$ cat src/logic/sbm_regs.svh
// Constants for the system bus master read port
`ifndef SBM_REGS_SVH
`define SBM_REGS_SVH
`define SBM_CLK_PERIOD_NS 10
`define SBM_IDLE_MIN_NS 10
`define SBM_IDLE_CYCLES ((`SBM_IDLE_MIN_NS + `SBM_CLK_PERIOD_NS - 1) / `SBM_CLK_PERIOD_NS)
`define SBM_MEM_ADDR_LSB 3
`define SBM_MEM_ADDR_MSB 31
`define SBM_IO_ADDR_LSB 2
`define SBM_IO_ADDR_MSB 15
`define SBM_STATUS_LSB 32
`define SBM_STATUS_MSB 63
`endif

$ cat src/logic/sbm_pkg.sv
// Types for the system bus master read port
package sbm_pkg;
  typedef enum logic [2:0] {
    SBM_IDLE,
    SBM_ARB,
    SBM_ADDR,
    SBM_WAIT,
    SBM_DATA,
    SBM_GAP
  } sbm_state_t;
endpackage : sbm_pkg

$ cat src/logic/sbm_master.sv
// System bus master read port: arbitration, address phase, read data
`timescale 1ns/1ps
`include "sbm_regs.svh"
//
// Contract
// [RQ1] Grant already held when sampled: skip requests, start at once.
// [RQ2] Local bus request stays active until grant.
// [RQ3] Locked-sequence signal covers back-to-back operations of a series.
// [RQ4] Cache-block fills never raise the locked-sequence signal.
// [RQ5] All-bus request raised and held until grant arrives.
// [RQ6] Address on 31:3 (memory) or 15:2 (I/O), status on 63:32.
// [RQ7] Address strobe asserted exactly one bus clock with address.
// [RQ8] Slaves latch address using the group strobe from system logic.
// [RQ9] Mode pin sampled during reset selects bus type.
// [RQ10] Data captured the clock after acknowledge with hold negated.
// [RQ11] At least one idle clock follows each single-qword read.
// [RQ12] Slave acknowledge no earlier than second clock after group strobe.
// [RQ13] Slave acknowledge no later than third clock after group strobe.
// [RQ14] Alternate-bus interface acknowledges when nobody did by third clock.
// [RQ15] Cacheable indication raised by acknowledge, held while acknowledged.
// [RQ16] Cacheable indication dropped by end of slave data drive.
// [RQ17] Ownership indication valid whenever group acknowledge is asserted.
// [RQ18] Master leaves the address/data lines undriven in read data phase.
// [RQ19] Hold request raised when data cannot be accepted next clock; the code raises it only while group hold is already up with group acknowledge.
// [RQ20] Slave drops acknowledge after one good clock, data one later.
// [RQ21] All handshakes synchronous to rising bus clock edges.
module sbm_master #(
  parameter int ADDR_W = 32
) (
  input wire logic clk,
  input wire logic rst,
  input wire logic cmd_valid,
  input wire logic cmd_io,
  input wire logic cmd_lock,
  input wire logic cmd_fill,
  input wire logic cmd_all_bus,
  input wire logic [ADDR_W-1:0] cmd_addr,
  input wire logic [31:0] cmd_status,
  input wire logic user_stall,
  output logic cmd_ready,
  output logic rd_valid,
  output logic [63:0] rd_data,
  output logic rd_cacheable,
  output logic rd_ownable,
  input wire logic grant,
  input wire logic group_transfer_acknowledge,
  input wire logic group_hold,
  input wire logic block_cacheable,
  input wire logic ownership_allowed,
  input wire logic transceiver_mode_select,
  input wire logic [63:0] system_addr_data_bus_in,
  output logic [63:0] system_addr_data_bus_out,
  output logic system_addr_data_bus_oe,
  output logic local_bus_request,
  output logic all_bus_request,
  output logic locked_sequence,
  output logic address_strobe,
  output logic hold_request,
  output logic transceiver_mode
);

  // Address field positions are fixed by the bus, so only 32 is served
  if (ADDR_W != 32) begin : g_bad_addr_w
    $error("ADDR_W must be 32");
  end

  sbm_pkg::sbm_state_t state;
  logic io_op;
  logic lock_op;
  logic ack_ok;
  logic mode_q;

  // ****************************************************************
  // Mode strap
  // ****************************************************************
  sbm_mode_latch u_mode (
    .clk(clk),
    .rst(rst),
    .transceiver_mode_select(transceiver_mode_select),
    .transceiver_mode(mode_q)
  );

  always_ff @(posedge clk or posedge rst) begin
    if (rst) begin
      transceiver_mode <= 1'b0;
    end else begin
      transceiver_mode <= mode_q; // see [RQ9]
    end
  end

  // Group ack with group hold negated marks the qualifying clock
  assign ack_ok = group_transfer_acknowledge && !group_hold; // see [RQ10]

  // ****************************************************************
  // Sequencer
  // ****************************************************************
  // All handshakes launch and sample on the rising bus clock
  always_ff @(posedge clk or posedge rst) begin // see [RQ21]
    if (rst) begin
      state <= sbm_pkg::SBM_IDLE;
    end else begin
      unique case (state)
        sbm_pkg::SBM_IDLE: begin
          if (cmd_valid) begin
            // Re-grant: start address phase directly
            state <= grant ? sbm_pkg::SBM_ADDR
                           : sbm_pkg::SBM_ARB; // see [RQ1]
          end
        end
        sbm_pkg::SBM_ARB: begin
          if (grant) begin
            state <= sbm_pkg::SBM_ADDR;
          end
        end
        sbm_pkg::SBM_ADDR: begin
          state <= sbm_pkg::SBM_WAIT;
        end
        sbm_pkg::SBM_WAIT: begin
          if (ack_ok) begin
            state <= sbm_pkg::SBM_DATA;
          end
        end
        sbm_pkg::SBM_DATA: begin
          state <= sbm_pkg::SBM_GAP; // see [RQ10]
        end
        sbm_pkg::SBM_GAP: begin
          state <= sbm_pkg::SBM_IDLE; // see [RQ11]
        end
      endcase
    end
  end

  always_ff @(posedge clk or posedge rst) begin
    if (rst) begin
      cmd_ready <= 1'b0;
    end else begin
      cmd_ready <= (state == sbm_pkg::SBM_IDLE) && !cmd_valid;
    end
  end

  // ****************************************************************
  // Arbitration requests
  // ****************************************************************
  always_ff @(posedge clk or posedge rst) begin
    if (rst) begin
      local_bus_request <= 1'b0;
      all_bus_request <= 1'b0;
      io_op <= 1'b0;
      lock_op <= 1'b0;
    end else begin
      if (state == sbm_pkg::SBM_IDLE && cmd_valid) begin
        io_op <= cmd_io;
        lock_op <= cmd_lock && !cmd_fill; // see [RQ4]
        local_bus_request <= !grant; // see [RQ1]
        all_bus_request <= !grant && cmd_all_bus; // see [RQ5]
      end else if (grant) begin
        // Held without gaps until grant seen
        local_bus_request <= 1'b0; // see [RQ2]
        all_bus_request <= 1'b0; // see [RQ5]
      end
    end
  end

  // Lock stays up across back-to-back locked operations
  always_ff @(posedge clk or posedge rst) begin
    if (rst) begin
      locked_sequence <= 1'b0;
    end else if (state == sbm_pkg::SBM_IDLE && cmd_valid) begin
      locked_sequence <= cmd_lock && !cmd_fill; // see [RQ3] [RQ4]
    end else if (state == sbm_pkg::SBM_IDLE && !cmd_valid) begin
      locked_sequence <= 1'b0; // see [RQ3]
    end
  end

  // ****************************************************************
  // Address phase
  // ****************************************************************
  always_ff @(posedge clk or posedge rst) begin
    if (rst) begin
      address_strobe <= 1'b0;
      system_addr_data_bus_out <= 64'h0;
      system_addr_data_bus_oe <= 1'b0;
    end else begin
      address_strobe <= 1'b0;
      system_addr_data_bus_oe <= 1'b0; // see [RQ18]
      if ((state == sbm_pkg::SBM_IDLE && cmd_valid && grant) ||
          (state == sbm_pkg::SBM_ARB && grant)) begin
        address_strobe <= 1'b1; // see [RQ7]
        system_addr_data_bus_oe <= 1'b1;
        system_addr_data_bus_out <= 64'h0;
        system_addr_data_bus_out[`SBM_STATUS_MSB:`SBM_STATUS_LSB]
          <= cmd_status; // see [RQ6]
        if ((state == sbm_pkg::SBM_IDLE) ? cmd_io : io_op) begin
          system_addr_data_bus_out[`SBM_IO_ADDR_MSB:`SBM_IO_ADDR_LSB]
            <= cmd_addr[`SBM_IO_ADDR_MSB:`SBM_IO_ADDR_LSB]; // see [RQ6]
        end else begin
          system_addr_data_bus_out[`SBM_MEM_ADDR_MSB:`SBM_MEM_ADDR_LSB]
            <= cmd_addr[`SBM_MEM_ADDR_MSB:`SBM_MEM_ADDR_LSB]; // see [RQ6]
        end
      end
    end
  end

  // Never held while the strobe is up, nor after acknowledge drops;
  // once the qualifying clock has passed a hold would come too late
  always_ff @(posedge clk or posedge rst) begin
    if (rst) begin
      hold_request <= 1'b0;
    end else begin
      hold_request <= user_stall && (state == sbm_pkg::SBM_WAIT) &&
                      group_transfer_acknowledge &&
                      !ack_ok; // see [RQ19]
    end
  end

  // ****************************************************************
  // Read data capture
  // ****************************************************************
  always_ff @(posedge clk or posedge rst) begin
    if (rst) begin
      rd_valid <= 1'b0;
      rd_data <= 64'h0;
      rd_cacheable <= 1'b0;
      rd_ownable <= 1'b0;
    end else begin
      rd_valid <= 1'b0;
      if (state == sbm_pkg::SBM_WAIT && ack_ok) begin
        rd_cacheable <= block_cacheable;
        rd_ownable <= ownership_allowed;
      end
      if (state == sbm_pkg::SBM_DATA) begin
        rd_valid <= 1'b1; // see [RQ10]
        rd_data <= system_addr_data_bus_in;
      end
    end
  end
endmodule : sbm_master

$ cat src/logic/sbm_mode_latch.sv
// Bus mode strap capture during reset
`timescale 1ns/1ps
module sbm_mode_latch (
  input wire logic clk,
  input wire logic rst,
  input wire logic transceiver_mode_select,
  output logic transceiver_mode
);
  // Strap sampled by clock while reset holds, never as reset value
  always_ff @(posedge clk) begin
    if (rst) begin
      transceiver_mode <= transceiver_mode_select; // see [RQ9]
    end
  end
endmodule : sbm_mode_latch

$ cat config.mk
export PLATFORM = sky130hd
export DESIGN_NAME = sbm_master
export DESIGN_NICKNAME = d
export VERILOG_FILES = /design/src/logic/sbm_pkg.sv /design/src/logic/sbm_master.sv /design/src/logic/sbm_mode_latch.sv
export VERILOG_INCLUDE_DIRS = /design/src /design/src/logic
export SDC_FILE = /design/constraint.sdc
export NUM_CORES = 1
export LEC_CHECK = 0
export BUFFER_PORTS_ARGS = -buffer_cell sky130_fd_sc_hd__buf_2
export CORE_UTILIZATION = 45
export DETAILED_ROUTE_END_ITERATION = 12
export HOLD_SLACK_MARGIN = 0.15
export PLACE_DENSITY_LB_ADDON = 0.08
export SLEW_MARGIN = 20
export SYNTH_ARGS = -nofsm -noshare
export SYNTH_HDL_FRONTEND = slang
export SYNTH_SLANG_ARGS = --single-unit
export TNS_END_PERCENT = 20
$ cat constraint.sdc
create_clock -name clk -period 6.08 [get_ports clk]
set_clock_uncertainty 0.05 [all_clocks]
set_input_delay 1.52 -clock clk [delete_from_list [all_inputs] [get_ports clk]]
set_output_delay 1.52 -clock clk [all_outputs]
set_load 0.05 [all_outputs]
-- Yosys cells after proc, flatten, opt, wreduce, memory -nomap -nowiden
Cells that the tools add are included.
- flip-flop bits (word level): 141
- output and inout bits: 139
- input bits: 142
- equality and inequality tests: 8
- muxes and demuxes: 15
- reductions and logical operators: 21
- operators by type and width (operator ; count):
    $pmux W3 S6 ; 1
    $mux W16 ; 1
    $logic_and A1 B1 Y1 ; 11
    $mux W1 ; 9
    $mux W3 ; 3
    $eq A3 B2 Y1 const B ; 2
    $eq A3 B3 Y1 const B ; 2
    $ne A2 B2 Y1 const B ; 3
    $logic_not A1 Y1 ; 5
    $reduce_bool A2 Y1 ; 2
    $eq A3 B1 Y1 const B ; 1
    $logic_not A3 Y1 ; 1
    $reduce_and A3 Y1 ; 1
    $mux W2 ; 1
    $logic_or A1 B1 Y1 ; 1

-- Logic depth before layout (Yosys ltp)
- word-level depth: 5
- mapped depth: 6
- depth with buffers taken out: 4

-- By module
A second synthesis with hierarchy kept.
- cell total of the unflattened synthesis: 328
- area total of the unflattened synthesis: 5459.0 µm²
- by module, submodules not included (module ; times used ; cells an instance ; area each (µm²)):
    sbm_master ; 1 ; 327 ; 5429.0
    sbm_mode_latch ; 1 ; 1 ; 30.0

-- Least setup slack after synthesis
No wires, ideal clock.
- kind: input to register
- start point: in grant
- end point: reg system_addr_data_bus_out[3]
- data required time: 5903 ps
- cell stages on the path: 5
- path slack: 3345 ps
- arrival: 2557 ps
- path through: nor3b_4 nand2_4 inv_6 buf_8 mux2_1
- cells in the longest elaborated chain, start to end: 2
- RTL lines (element ; RTL line ; RTL):
    start, declared ; sbm_master.sv:45 ; input wire logic grant,
    $logic_and A1 B1 Y1, on equally long branches ; sbm_master.sv:186, sbm_master.sv:187 ;
    $logic_or A1 B1 Y1 * ; sbm_master.sv:186 ; if ((state == sbm_pkg::SBM_IDLE && cmd_valid && grant) ||
    end signal, assigned ; sbm_master.sv:181 ; system_addr_data_bus_out <= 64'h0;
    end signal, assigned ; sbm_master.sv:190 ; system_addr_data_bus_out <= 64'h0;
    end, declared ; sbm_master.sv:52 ; output logic [63:0] system_addr_data_bus_out,
Every way passes the cells marked *; elsewhere a longest branch is shown, timed or not.
A chain may end at the register's enable or synchronous reset.

-- Worst setup path after layout
- start point: in cmd_valid
- end point: reg system_addr_data_bus_out[15]
- cells in the longest elaborated chain, start to end: 3
- RTL lines (element ; RTL line ; RTL):
    start, declared ; sbm_master.sv:32 ; input wire logic cmd_valid,
    $logic_and A1 B1 Y1 (2 in series) ; sbm_master.sv:186 ;
    $logic_or A1 B1 Y1 ; sbm_master.sv:186 ;
Every way passes these cells.

==> load_flow_metrics.sql <==
INSERT INTO impl_metrics (metric_group, metric, value, unit) VALUES
('run_status', 'run_status', 'complete, but fails checks', ''),
('global_routing', 'first_global_vias', '3958', ''),
('cells_and_area', 'area_growth', '36.4', '%'),
('place', 'post_detailed_placement_half_perimeter_wirelength', '8.83', 'mm'),
('floorplanning', 'design.portCount', '281', ''),
('sta', 'setup_viol', '0', ''),
('global_routing', 'grt_first_pass_wirelength', '19.8', 'mm'),
('synthesis', 'synthesis.yosys.warnings', '0', ''),
('clocking', 'worst_skew_pair.late_latency', '410', 'ps'),
('place', 'place.gp.congestion', '0.742', ''),
('min_path', 'worst_hold_path_type', 'flip-flop to flip-flop', ''),
('clocking', 'cts.root.buffer_cell', 'sky130_fd_sc_hd__clkbuf_16', ''),
('sta', 'slew_headroom', '28.4', '%'),
('critical_path', 'start_kind', 'input port', ''),
('floorplanning', 'initial_core_util', '46.8', '%'),
('sta', 'fin_crit_sh', '56.0', '%'),
('clocking', 'cts_tree', 'yes', ''),
('cells_and_area', 'multiInputGateArea', '1720', 'um^2'),
('cells_and_area', 'drive_gt1_share', '60.9', '%'),
('routing', 'routedWlPerCell', '15.8', 'um'),
('critical_path', 'path_class', 'input port to flip-flop', ''),
('clocking', 'cts_setup_buffers', '0', ''),
('critical_path', 'crit_path_required_time', '6320', 'ps'),
('run_status', 'failed_checks', 'DRC', ''),
('clocking', 'tritoncts.num_buffers', '17', ''),
('clocking', 'cts_buffer_depth', '2', ''),
('critical_path', 'critical_path.max_fanout', '46', ''),
('sta', 'final-hold-violation-count', '0', ''),
('critical_path', 'cp-end-kind', 'flip-flop', ''),
('global_routing', 'grt_use_total', '20.8', '%'),
('synthesis', 'netlist_area_before_placement', '5410', 'um^2'),
('routing', 'viasPerCell', '4.89', ''),
('routing', 'detail_route.wirelength', '12.2', 'mm'),
('floorplanning', 'num_rows', '39', ''),
('sta', 'max_slew.worst_pin.slew', '1070', 'ps'),
('sta', 'clock.fmax', '0.294', 'GHz'),
('global_routing', 'grt-ovfl-total', '0', ''),
('cells_and_area', 'count_of_fill_cells_added_during_filler_insertion', '940', ''),
('routing', 'dr.pass1.iters', '8', ''),
('place', 'port_buffers', '276', ''),
('synthesis', 'post_synth.cell_area_avg', '15.9', 'um^2'),
('clocking', 'clock_sinks', '141', ''),
('floorplanning', 'core_footprint', '11600', 'um^2'),
('synthesis', 'synth.distinct_cells', '34', ''),
('cells_and_area', 'seqCellArea', '3530', 'um^2'),
('synthesis', 'synth_seq_area_share', '65.3', '%'),
('clocking', 'cts.htree.levels', '4', ''),
('floorplanning', 'die_width', '112', 'um'),
('critical_path', 'worstPathArrival', '3640', 'ps'),
('clocking', 'postCtsResizedCells', '0', ''),
('clocking', 'clock_transition_at_path_regs', '50', 'ps'),
('sta', 'final.setup.tns', '0', 'ps'),
('sta', 'grt_setup_unrepaired', 'no', ''),
('clocking', 'postCtsHoldBufs', '0', ''),
('routing', 'drc', '20', ''),
('global_routing', 'antenna_found_initial', '1', ''),
('synthesis', 'postSynthCellCount', '341', ''),
('sta', 'timing.final.max_slew_violations', '0', ''),
('global_routing', 'largest_net_degree_at_the_start_of_global_routing', '103', ''),
('routing', 'drt.antenna.violating_nets', '0', ''),
('synthesis', 'yosys_register_bits', '141', ''),
('run', 'number_of_violations_of_the_max_capacitance_limit', '0', ''),
('floorplanning', 'fp.dieArea', '12500', 'um^2'),
('routing', 'drt_first_iter_violations', '133', ''),
('routing', 'number_of_vias_in_the_routed_layout', '3772', ''),
('floorplanning', 'die_h', '112', 'um'),
('sta', 'fin_crit', '3400', 'ps'),
('cells_and_area', 'design.final.nets', '760', '');
## path summary, 6_finish.rpt
| check | startpoint | to | slack [ps] | cells past startpoint |
|---|---|---|---|---|
| max | cmd_valid | system_addr_data_bus_out[15]$_DFFE_PP0P_ | 2680 | 5 |
| min | u_mode.transceiver_mode$_DFFE_PP_ | transceiver_mode$_DFF_PP0_ | 320 | 0 |
| max reg2reg | state[2]$_DFFE_PP0P_ | rd_data[8]$_DFFE_PP0P_ | 3380 | 3 |
| min reg2reg | u_mode.transceiver_mode$_DFFE_PP_ | transceiver_mode$_DFF_PP0_ | 320 | 0 |
| max in group asynchronous | rst | system_addr_data_bus_out[32]$_DFFE_PP0P_ | 3630 | 3 |
| min in group asynchronous | rst | local_bus_request$_DFFE_PP0P_ | 1280 | 2 |
## per-stage QoR
stage,std cells,worst slack [ps],area [um^2],utilization (%),hold slack [ps]
2_1_floorplan,342,757,5420,-,281
3_3_place_gp,742,2250,6850,59.3,324
3_5_place_dp,742,2230,6850,59.3,318
4_1_cts,770,2680,7380,63.8,331
5_1_grt,771,2500,7380,63.8,356
6_report,771,2680,7380,63.8,318
## Yosys cell counts (all sizes together)
| library cell | n | area [um^2] |
|---|---|---|
| nor4b | 1 | 8.76 |
| o2bb2ai | 16 | 140 |
| nor2 | 5 | 18.8 |
| nand2 | 1 | 11.3 |
| nor4 | 1 | 6.26 |
| nand3 | 16 | 80.1 |
| clkbuf | 2 | 7.51 |
| xnor2 | 1 | 8.76 |
| a21oi | 1 | 5.00 |
| nand4b | 1 | 8.76 |
| or2 | 1 | 6.26 |
| a22o | 1 | 8.76 |
| buf | 19 | 144 |
| mux2i | 2 | 20.0 |
| conb | 1 | 3.75 |
| mux2 | 113 | 1270 |
| nor3b | 3 | 38.8 |
| and2 | 1 | 6.26 |
| o21ba | 1 | 10.0 |
| nor3 | 3 | 15.0 |
| edfxtp | 1 | 30.0 |
| nor2b | 1 | 6.26 |
| inv | 4 | 20.0 |
| dfrtp | 140 | 3500 |
| and3 | 3 | 18.8 |
| o21ai | 1 | 5.00 |
| a311o | 1 | 10.0 |
## cell families after synthesis
kind of cell / count (synthesis) / synth area share [%]
multiplexers: 115 / 23.9
flip-flops: 141 / 65.3
other: 1 / 0.0693
AND/OR/NAND/NOR: 37 / 4.16
AO/OA/AOI/OAI: 21 / 3.30
XOR/XNOR: 1 / 0.162
buffers and inverters: 25 / 3.17
## cell usage in the layout (no fill, tap or decap), drive strengths merged, types with 2 or more instances in the layout
| cell type | count |
|---|---|
| buf | 278 |
| dfrtp | 140 |
| mux2 | 113 |
| clkbuf | 27 |
| nand3 | 16 |
| o2bb2ai | 16 |
| nor2 | 5 |
| inv | 4 |
| nor3 | 3 |
| and3 | 3 |
| nor3b | 3 |
| mux2i | 2 |
| conb | 2 |
## critical path, cell delays in order
cell and delay [ps]:
sky130_fd_sc_hd__buf_2 110, sky130_fd_sc_hd__or2_0 820, sky130_fd_sc_hd__nand2_4 340, sky130_fd_sc_hd__inv_6 430
sky130_fd_sc_hd__mux2_2 400
## routing by layer
| metal | global-route usage [%] | wire, um | vias to the layer above |
|---|---|---|---|
| li1 | - | - | 1768 |
| met1 | 24.1 | 4790 | 1817 |
| met2 | 34.0 | 6080 | 167 |
| met3 | 7.68 | 1050 | 20 |
| met4 | 9.91 | 276 | 0 |
| met5 | 0 | 0 | - |
## area by class of cell
| class | count | share of cell area, % |
|---|---|---|
| Sequential cell | 141 | 47.9 |
| Clock inverter | 1 | 0.0678 |
| Timing Repair Buffer | 278 | 18.9 |
| Tap cell | 143 | 2.42 |
| Antenna cell | 1 | 0.0339 |
| Clock buffer | 27 | 7.08 |
| Inverter | 4 | 0.339 |
| Multi-Input combinational cell | 176 | 23.3 |
## registers in the layout (all words and copies together), names as in the netlist
| signal | count |
|---|---|
| u_mode.transceiver_mode | 1 |
| locked_sequence | 1 |
| rd_valid | 1 |
| all_bus_request | 1 |
| rd_ownable | 1 |
| rd_cacheable | 1 |
| rd_data | 64 |
| cmd_ready | 1 |
| transceiver_mode | 1 |
| local_bus_request | 1 |
| system_addr_data_bus_out | 62 |
| hold_request | 1 |
| io_op | 1 |
| state | 3 |
| address_strobe | 1 |
Power is not shown: default switching activity piles up to over one toggle a cycle in this logic, so the estimate is an artifact.
